### src/shared/vcarb_consts.svh
// constants for the virtual-channel arbitration register bank
// assumes a config port carrying 12-bit byte addresses, dword aligned with byte enables
`ifndef VCARB_CONSTS_SVH
`define VCARB_CONSTS_SVH

`define VCARB_CAP_BASE        12'h150
`define VCARB_OFF_CAP2        12'h158
`define VCARB_OFF_CTRL        12'h15c
`define VCARB_OFF_STAT        12'h15e
`define VCARB_TBL_OFF_BYTES   12'h030
`define VCARB_OFF_TABLE       (`VCARB_CAP_BASE + `VCARB_TBL_OFF_BYTES)
`define VCARB_TBL_WORDS       4
`define VCARB_TBL_IDX_W       2

`define VCARB_TBL_OFFSET_LSB  24
`define VCARB_TBL_OFFSET_ON   8'h03
`define VCARB_TBL_OFFSET_OFF  8'h00
`define VCARB_MASK_ON         8'h03
`define VCARB_MASK_OFF        8'h00

`define VCARB_CTRL_LOAD_BIT   0
`define VCARB_CTRL_SEL_LSB    1
`define VCARB_CTRL_SEL_MSB    3
`define VCARB_STAT_LSB        16
`define VCARB_SEL_RESET       3'h0
`define VCARB_SEL_RR          3'h0
`define VCARB_SEL_WRR32       3'h1
`define VCARB_LPC_STRICT      3'h0
`define VCARB_LPC_NORMAL      3'h1
`define VCARB_LPC_RESET       3'h1

`endif

### src/shared/vcarb_pkg.sv
// types for the virtual-channel arbitration register bank
// constant values live in vcarb_consts.svh
package vcarb_pkg;

    typedef struct packed {
        logic        rd;
        logic        wr;
        logic [11:0] addr;
        logic [3:0]  be;
        logic [31:0] wdata;
    } vcarb_cfg_req_s;

    typedef enum logic [0:0] {
        VCARB_IDLE,
        VCARB_COPY
    } vcarb_state_e;

    typedef logic [31:0] vcarb_word_t;

endpackage : vcarb_pkg

### src/hw/vcarb_regs.sv
// virtual-channel arbitration registers: capability 2, port control, port status,
// staged and active arbitration tables with a load sequencer
// assumes config accesses are synchronous to clk, one per cycle, dword aligned
`timescale 1ns/1ps
`include "vcarb_consts.svh"

module vcarb_regs
    import vcarb_pkg::*;
(
    input  wire logic                 clk,
    input  wire logic                 reset_n,
    input  wire logic                 strict_priority_en,
    input  wire vcarb_cfg_req_s       cfg_req,
    output logic [31:0]               cfg_rdata,
    output logic                      cfg_rvalid,
    output logic [2:0]                arb_scheme_select,
    output logic [2:0]                low_priority_count,
    output logic [`VCARB_TBL_WORDS*32-1:0] arb_table_active
);

    vcarb_state_e                state_r;
    vcarb_state_e                state_nxt;
    logic [`VCARB_TBL_IDX_W-1:0] idx_r;
    logic [`VCARB_TBL_IDX_W-1:0] idx_nxt;
    logic                        arb_table_pending_r;
    logic                        arb_table_pending_nxt;
    logic                        dirty_r;
    logic                        dirty_nxt;
    logic [31:0]                 rdata_nxt;
    vcarb_word_t                 staged_r [`VCARB_TBL_WORDS];
    vcarb_word_t                 active_r [`VCARB_TBL_WORDS];
    logic [`VCARB_TBL_WORDS-1:0] stage_hit;

    // decode
    wire        hit_cap2    = cfg_req.addr == `VCARB_OFF_CAP2;
    wire        hit_ctrl    = cfg_req.addr == `VCARB_OFF_CTRL;
    wire        ctrl_wr     = cfg_req.wr && hit_ctrl && cfg_req.be[0];
    wire        arb_table_load = ctrl_wr && cfg_req.wdata[`VCARB_CTRL_LOAD_BIT];
    wire        scratch     = low_priority_count == `VCARB_LPC_STRICT;
    wire        stage_wr    = |stage_hit;
    wire        copy_last   = state_r == VCARB_COPY && idx_r == `VCARB_TBL_IDX_W'(`VCARB_TBL_WORDS - 1);
    wire        copy_done   = copy_last && !arb_table_load;
    wire [7:0]  arb_table_offset = scratch ? `VCARB_TBL_OFFSET_OFF : `VCARB_TBL_OFFSET_ON;
    wire [7:0]  arb_scheme_mask  = scratch ? `VCARB_MASK_OFF : `VCARB_MASK_ON;
    wire [31:0] cap2_word   = {arb_table_offset, 16'h0000, arb_scheme_mask};
    wire [31:0] ctrl_word   = {15'h0000, arb_table_pending_r, 12'h000,
                               arb_scheme_select, 1'b0};

    // staged table entries and their active copies
    genvar g;
    generate
        for (g = 0; g < `VCARB_TBL_WORDS; g = g + 1) begin : g_entry
            wire [11:0] entry_addr = 12'(`VCARB_OFF_TABLE + 4 * g);
            wire        copy_this  = state_r == VCARB_COPY && idx_r == `VCARB_TBL_IDX_W'(g);
            assign stage_hit[g] = cfg_req.wr && cfg_req.addr == entry_addr && |cfg_req.be;
            assign arb_table_active[g*32 +: 32] = active_r[g];

            always_ff @(posedge clk) begin
                if (!reset_n) begin
                    staged_r[g] <= 32'h0000_0000;
                end else begin
                    for (int b = 0; b < 4; b++) begin
                        if (stage_hit[g] && cfg_req.be[b]) begin
                            staged_r[g][b*8 +: 8] <= cfg_req.wdata[b*8 +: 8];
                        end
                    end
                end
            end

            // scratch mode loads zeros so table contents cannot steer arbitration
            always_ff @(posedge clk) begin
                if (!reset_n) begin
                    active_r[g] <= 32'h0000_0000;
                end else if (copy_this) begin
                    active_r[g] <= scratch ? 32'h0000_0000 : staged_r[g];
                end
            end
        end
    endgenerate

    // load sequencer: one entry per cycle; a new load restarts from entry zero
    always_comb begin
        state_nxt = state_r;
        idx_nxt   = idx_r;
        case (state_r)
            VCARB_IDLE: begin
                if (arb_table_load) begin
                    state_nxt = VCARB_COPY;
                    idx_nxt   = '0;
                end
            end
            VCARB_COPY: begin
                if (arb_table_load) begin
                    idx_nxt = '0;
                end else if (copy_last) begin
                    state_nxt = VCARB_IDLE;
                    idx_nxt   = '0;
                end else begin
                    idx_nxt = idx_r + 1'b1;
                end
            end
            default: begin
                state_nxt = VCARB_IDLE;
                idx_nxt   = '0;
            end
        endcase
    end

    // edits made during a copy may miss entries already copied, so they keep pending set
    assign dirty_nxt = (arb_table_load && state_nxt == VCARB_COPY) ? stage_wr
                     : (dirty_r || (stage_wr && state_r == VCARB_COPY));
    assign arb_table_pending_nxt = stage_wr
                                 || (arb_table_pending_r && !(copy_done && !dirty_r));

    assign rdata_nxt = hit_cap2 ? cap2_word : (hit_ctrl ? ctrl_word : 32'h0000_0000);

    always_ff @(posedge clk) begin
        if (!reset_n) begin
            state_r             <= VCARB_IDLE;
            idx_r               <= '0;
            dirty_r             <= 1'b0;
            arb_table_pending_r <= 1'b0;
        end else begin
            state_r             <= state_nxt;
            idx_r               <= idx_nxt;
            dirty_r             <= dirty_nxt;
            arb_table_pending_r <= arb_table_pending_nxt;
        end
    end

    always_ff @(posedge clk) begin
        if (!reset_n) begin
            arb_scheme_select <= `VCARB_SEL_RESET;
        end else if (ctrl_wr) begin
            arb_scheme_select <= cfg_req.wdata[`VCARB_CTRL_SEL_MSB:`VCARB_CTRL_SEL_LSB];
        end
    end

    // strap-like level followed every cycle, never taken under reset
    always_ff @(posedge clk) begin
        if (!reset_n) begin
            low_priority_count <= `VCARB_LPC_RESET;
        end else begin
            low_priority_count <= strict_priority_en ? `VCARB_LPC_STRICT : `VCARB_LPC_NORMAL;
        end
    end

    always_ff @(posedge clk) begin
        if (!reset_n) begin
            cfg_rdata  <= 32'h0000_0000;
            cfg_rvalid <= 1'b0;
        end else begin
            cfg_rvalid <= cfg_req.rd;
            if (cfg_req.rd) begin
                cfg_rdata <= rdata_nxt;
            end
        end
    end
endmodule : vcarb_regs

### config.mk
export PLATFORM = sky130hd
export DESIGN_NAME = vcarb_regs
export DESIGN_NICKNAME = d
export VERILOG_FILES = /design/src/shared/vcarb_pkg.sv /design/src/hw/vcarb_regs.sv
export VERILOG_INCLUDE_DIRS = /design/src /design/src/shared
export SDC_FILE = /design/constraint.sdc
export NUM_CORES = 1
export LEC_CHECK = 0
export BUFFER_PORTS_ARGS = -buffer_cell sky130_fd_sc_hd__buf_2
export CAP_MARGIN = 20
export CORE_MARGIN = 3
export CORE_UTILIZATION = 45
export CTS_BUF_LIST = sky130_fd_sc_hd__clkbuf_4
export CTS_CLUSTER_DIAMETER = 30
export DETAILED_ROUTE_END_ITERATION = 8
export HOLD_SLACK_MARGIN = 0.08
export PLACE_DENSITY = 0.71
export SLEW_MARGIN = 20
export SYNTH_ARGS = -nofsm -noshare
export SYNTH_HDL_FRONTEND = slang
export SYNTH_SLANG_ARGS = --single-unit
### constraint.sdc
create_clock -name clk -period 1.9 [get_ports clk]
set_input_delay 0 -clock clk [delete_from_list [all_inputs] [get_ports clk]]
set_output_delay 0 -clock clk [all_outputs]
set_load 0.1 [all_outputs]
# Word-level counts from Yosys, hierarchy flattened
# Memories as Yosys holds them, arrays and structs flattened.
# Index checks and enable logic that the tools add are counted.
dict set report word_totals {
  register_bits 44
  wordCells 185
  ram_bits 256
  memories 2
  inputBits 53
  output_inout_bits 167
}
# name words word_bits read_ports rd_ports_with_merged_regs write_ports line
set memory_table {}
lappend memory_table {active_r 4 32 4 0 4 vcarb_regs.sv:31} ;# vcarb_word_t active_r [`VCARB_TBL_WORDS];
lappend memory_table {staged_r 4 32 4 0 4 vcarb_regs.sv:30} ;# vcarb_word_t staged_r [`VCARB_TBL_WORDS];
dict set report classes {
  eq_ne 10
  n_addsub 1
  bitwise 21
  n_reduce_logical 45
  mux 98
}
# op count
set op_table {}
lappend op_table {{32-bit two-way mux} 8}
lappend op_table {{8-bit two-way mux} 16}
lappend op_table {{12-bit by 9-bit == test with 1-bit output (second input constant)} 6}
lappend op_table {{1-bit two-way mux} 66}
lappend op_table {{1-bit logical AND} 36}
lappend op_table {{26-bit two-way mux} 1}
lappend op_table {{1-bit bitwise OR} 20}
lappend op_table {{17-bit two-way mux} 1}
lappend op_table {{2-bit two-way mux} 4}
lappend op_table {{4-bit OR reduction} 2}
lappend op_table {{2-bit == test (second input constant)} 2}
lappend op_table {{2-bit case mux with 2 select lines} 1}
lappend op_table {{1-bit zero test} 3}
lappend op_table {{3-bit zero test} 1}
lappend op_table {{2-bit by 1-bit adder with 2-bit output (second input constant)} 1}
lappend op_table {{2-bit by 1-bit == test with 1-bit output (second input constant)} 1}
lappend op_table {{2-bit zero test} 1}
lappend op_table {{1-bit logical OR} 2}
lappend op_table {{2-bit != test (second input constant)} 1}
lappend op_table {{1-bit case mux with 2 select lines} 1}
lappend op_table {{1-bit NOT} 1}

# Depth between registers and ports, before layout
dict set report depth {
  ltp_word 10
  mapped_depth 6
  depth_no_buf 5
}

# Least setup slack after synthesis
# OpenSTA, ideal clock, no wires.
dict set report synth_timing {
  path_type {register -> register}
  startpoint {register low_priority_count[0]}
  endpoint {memory active_r[0][10] (netlist name), data pin}
  t_required_ps 1769
  arrival_time_ps 1764
  setup_ps 131
  n_path_buf 1
  path_slack_ps 5
  stages_incl_launch_ff 5
  period_less_slack_ps 1895
  path_cell_list {dfxtp_1 -> nand2_1 -> nor2_1 -> clkbuf_1 -> and2_1}
}
# element line
set synth_rtl {}
lappend synth_rtl {{from (decl)} vcarb_regs.sv:17} ;# output logic [2:0] low_priority_count,
lappend synth_rtl {{from (signal assigned)} vcarb_regs.sv:142} ;# low_priority_count <= `VCARB_LPC_RESET;
lappend synth_rtl {{from (signal assigned)} vcarb_regs.sv:144} ;# low_priority_count <= strict_priority_en ? `VCARB_LPC_STRICT : `VCARB_LPC_NORMAL;
lappend synth_rtl {{to (decl)} vcarb_regs.sv:31}

# Final worst setup path
dict set report layout_timing {
  startpoint {input port cfg_req[36] (netlist name)}
  endpoint {register dirty_r}
}
dict set report layout_between {
  elab_chain_cells 8
  word_cells_on_any_way 24
  classes_between {eq/ne (5); mux (4); reduce/logical (15)}
}
# element line
set layout_lines {}
lappend layout_lines {{from (decl)} vcarb_regs.sv:13} ;# input wire vcarb_cfg_req_s cfg_req,
lappend layout_lines {{12-bit by 9-bit == test with 1-bit output (no source line)} -}
lappend layout_lines {{1-bit logical AND (2 in series)} vcarb_regs.sv:37} ;# wire ctrl_wr = cfg_req.wr && hit_ctrl && cfg_req.be[0];
lappend layout_lines {{1-bit logical AND} vcarb_regs.sv:38} ;# wire arb_table_load = ctrl_wr && cfg_req.wdata[`VCARB_CTRL_LOAD_BIT];
lappend layout_lines {{1-bit two-way mux, on equally long branches} {vcarb_regs.sv:93, vcarb_regs.sv:87}}
lappend layout_lines {{1-bit case mux with 2 select lines} vcarb_regs.sv:85} ;# case (state_r)
lappend layout_lines {{1-bit logical AND} vcarb_regs.sv:110} ;# assign dirty_nxt = (arb_table_load && state_nxt == VCARB_COPY) ? stage_wr
lappend layout_lines {{1-bit two-way mux *} vcarb_regs.sv:110}
lappend layout_lines {{to (signal assigned)} vcarb_regs.sv:126} ;# dirty_r <= dirty_nxt;
lappend layout_lines {{to (decl)} vcarb_regs.sv:27} ;# logic dirty_r;
# Mark *: on every way between the ends. The rest lies on a longest branch, timed or not.
# A chain may end at the register's enable or synchronous reset.

==> results.yml <==
status:
  status: "finished clean"
setup_path:
  reg2reg_from: "low_priority_count[0]"
  rr_endpoint: "active_r[0][4]"
  reg2reg_setup_slack_ns: 0.21
  end_kind: "register"
  crit_fanout: 6
  startpoint_type: "input port"
  cp.arrival_ns: 2.38
  reg2reg_depth: 3
  worstSetupPathType: "input port to register"
  required_ns: 2.39
detailed_routing:
  wire_per_inst_microns: 16.7
  drt_wl_total_microns: 23700
  postRouteAntennaNets: 0
  drc_errors: 0
  drt-pass1-iter-count: 5
  num_vias: 6540
  drt_iter0_drc: 301
  routed_via_density: 4.61
placement:
  dp.cells: 1229
  gp_congestion: 0.812
  port_buffers: 192
  hpwlAfterDp_microns: 15900
timing:
  drv_slew: 0
  fin_tns_setup_ns: 0
  fin_crit_ns: 1.89
  slew_headroom_pct: 35.3
  rsz0062_at_grt: "true"
  layout_worst_path_cycle_share_pct: 99.4
  setup_viol: 0
  hold_viol: 0
  fmax_mhz: 530
  holdWs_ns: 0.170
  worstMarginPinSlew_ns: 0.964
  finClkSkew_ns: 0.0289
power_and_ir_drop:
  p_comb_share_pct: 11.4
  seqPwrFrac_pct: 51.4
  intPower_mw: 9.72
  power_mw: 13.2
  p_leak_nw: 5.69
  power.share.switching_pct: 26.5
  max-vdd-ir-drop_v: 0.000384
  power_density_nw_per_um2: 960
  p_switching_mw: 3.51
  p_clk_share_pct: 37.1
logic_synthesis:
  ys_seq_area_share_pct: 75.1
  synthDistinctLibCells: 35
  yosys_warnings: 0
  avgSynthCellArea_sq_um: 15.2
  synth_area_sq_um: 10600
  syn_inst: 702
  synth_most_common_cell: "and2_1"
  synthArstFlopShare_pct: 0
  synth-edff-count: 256
  ys_top_cells_by_area: "edfxtp_1 72%, and2_1 15%, dfxtp_1 2.8%"
  netlist_top_cells_count: "257 x and2_1, 256 x edfxtp_1, 29 x buf_4"
  yosys.area.top_type: "edfxtp_1"
  ys.flop_type: "edfxtp_1"
  ys_ff_latch: 271
  synth_top_area_share_pct: 72.3
floorplanning:
  fp.dieH_microns: 160
  core_area_sq_um: 22900
  io_pins: 220
  rows: 55
  start_util_pct: 46.4
  die_area_sq_um: 25500
  die_w_microns: 160
final_layout:
  layout.cells.non_filler: 1419
  num-nets-final: 1117
  seq_area_sq_um: 7990
  drive_gt1_share_pct: 32.6
  fillers: 1848
  multi_input_area_sq_um: 2470
  area_growth_syn_to_layout_pct: 29.7
clock_tree:
  cts_buffer_depth: 3
  clk-insertion-delay-late_ns: 0.62
  cts_max_level: 3
  clk_pin_slew_worst_paths_ns: 0.06
  clock_sinks: 271
  numCtsBuffers: 71
  cts_tree: "built"
  cts-root-buf: "clkbuf_4"
flow_run:
  cap_violations: 0
global_route:
  overflow: 0
  first_global_vias: 6884
  grt_first_pass_wirelength_microns: 36400
  grt_max_degree: 33
  grt_util_all_layers_pct: 18.5
  antenna_found_initial: 1
min_path:
  hold_class: "input port to register"
  hold_depth: 4
  hp-start: "reset_n"
  hold_end: "staged_r[2][22]"
[cell type report]
type                    count  area share, %
diodes                      1         0.0181
clock buffers             102           5.55
clock inverters            16          0.844
inverters                   6          0.163
multi-input cells         404           17.9
flip-flops and latches    271           57.9
well taps                 313           2.84
repair buffers            306           14.8
[power by group through the flow]
stage,registers [mW],logic [mW],clock network (mW)
6_report,6.81,1.51,4.92
5_1_grt,6.83,1.55,5.40
4_1_cts,6.81,1.51,5.08
3_5_place_dp,6.94,1.41,0
3_3_place_gp,6.93,1.41,0
2_1_floorplan,7.66,0.397,0
[metal layers]
metal  GRT usage [%]  vias to the layer above  routed length (microns)
li1                -                     3152                        -
met1            21.5                     3097                     9460
met2            33.1                      252                    12300
met3            4.59                       39                     1500
met4            6.73                        0                      382
met5               0                        -                        0
[per-stage QoR]
stage	setup WS [ns]	util [%]	area, sq um
4_1_cts	0.0709	60.2	13800
3_3_place_gp	-0.0712	53.1	12200
3_5_place_dp	-0.112	53.1	12200
6_report	0.0116	60.2	13800
2_1_floorplan	0.00492	-	10700
5_1_grt	-0.0130	60.2	13800
[cell families after synthesis]
family | share of synthesized area (%)
other | 0.0353
AO/OA/AOI/OAI | 1.52
adder cells (fa/ha/maj) | 0.471
multiplexers | 0.376
AND/OR/NAND/NOR | 19.6
buffers and inverters | 2.89
flip-flops | 75.1
[worst max path at each step]
stage                                      from         endpoint
after global placement              cfg_req[40]   staged_r[2][6]
final                               cfg_req[36]          dirty_r
after CTS                              idx_r[0]  active_r[2][22]
after floorplan           low_priority_count[0]  active_r[0][10]
after global routing                cfg_req[41]    cfg_rdata[16]
after detailed placement               idx_r[0]  active_r[0][19]
[what timing repair did]
action	in CTS	in global routing
hold buffers	71	0
resized for setup	3	3
cloned	0	0
setup endpoints to repair	66	16
setup buffers	0	0
endpoints found under the hold margin	239	0
[layout by cell type (no fill, tap or decap), types with 6 or more instances in the layout]
master	n
clkinv_1	8
dfxtp_1	15
nand2b_1	8
dlygate4sd3_1	71
nand3_1	7
inv_1	6
nor2_1	13
o21ai_0	18
nand2_1	24
buf_2	192
buf_4	39
nor3_1	8
clkbuf_4	102
conb_1	27
edfxtp_1	256
and2_1	257
[worst max-delay path, stage by stage]
cell and delay, ns:
buf_2 0.12, dlygate4sd3_1 0.57, nand4bb_1 0.23, dlygate4sd3_1 0.59
or4_4 0.58, a32o_2 0.28
[flip-flops by register name, indices dropped and copies added, names as in the netlist, 2 cells and up]
| signal | cells |
|---|---|
| active_r | 128 |
| arb_scheme_select | 3 |
| cfg_rdata | 5 |
| idx_r | 2 |
| staged_r | 128 |
(Power assumes the default switching activity.)
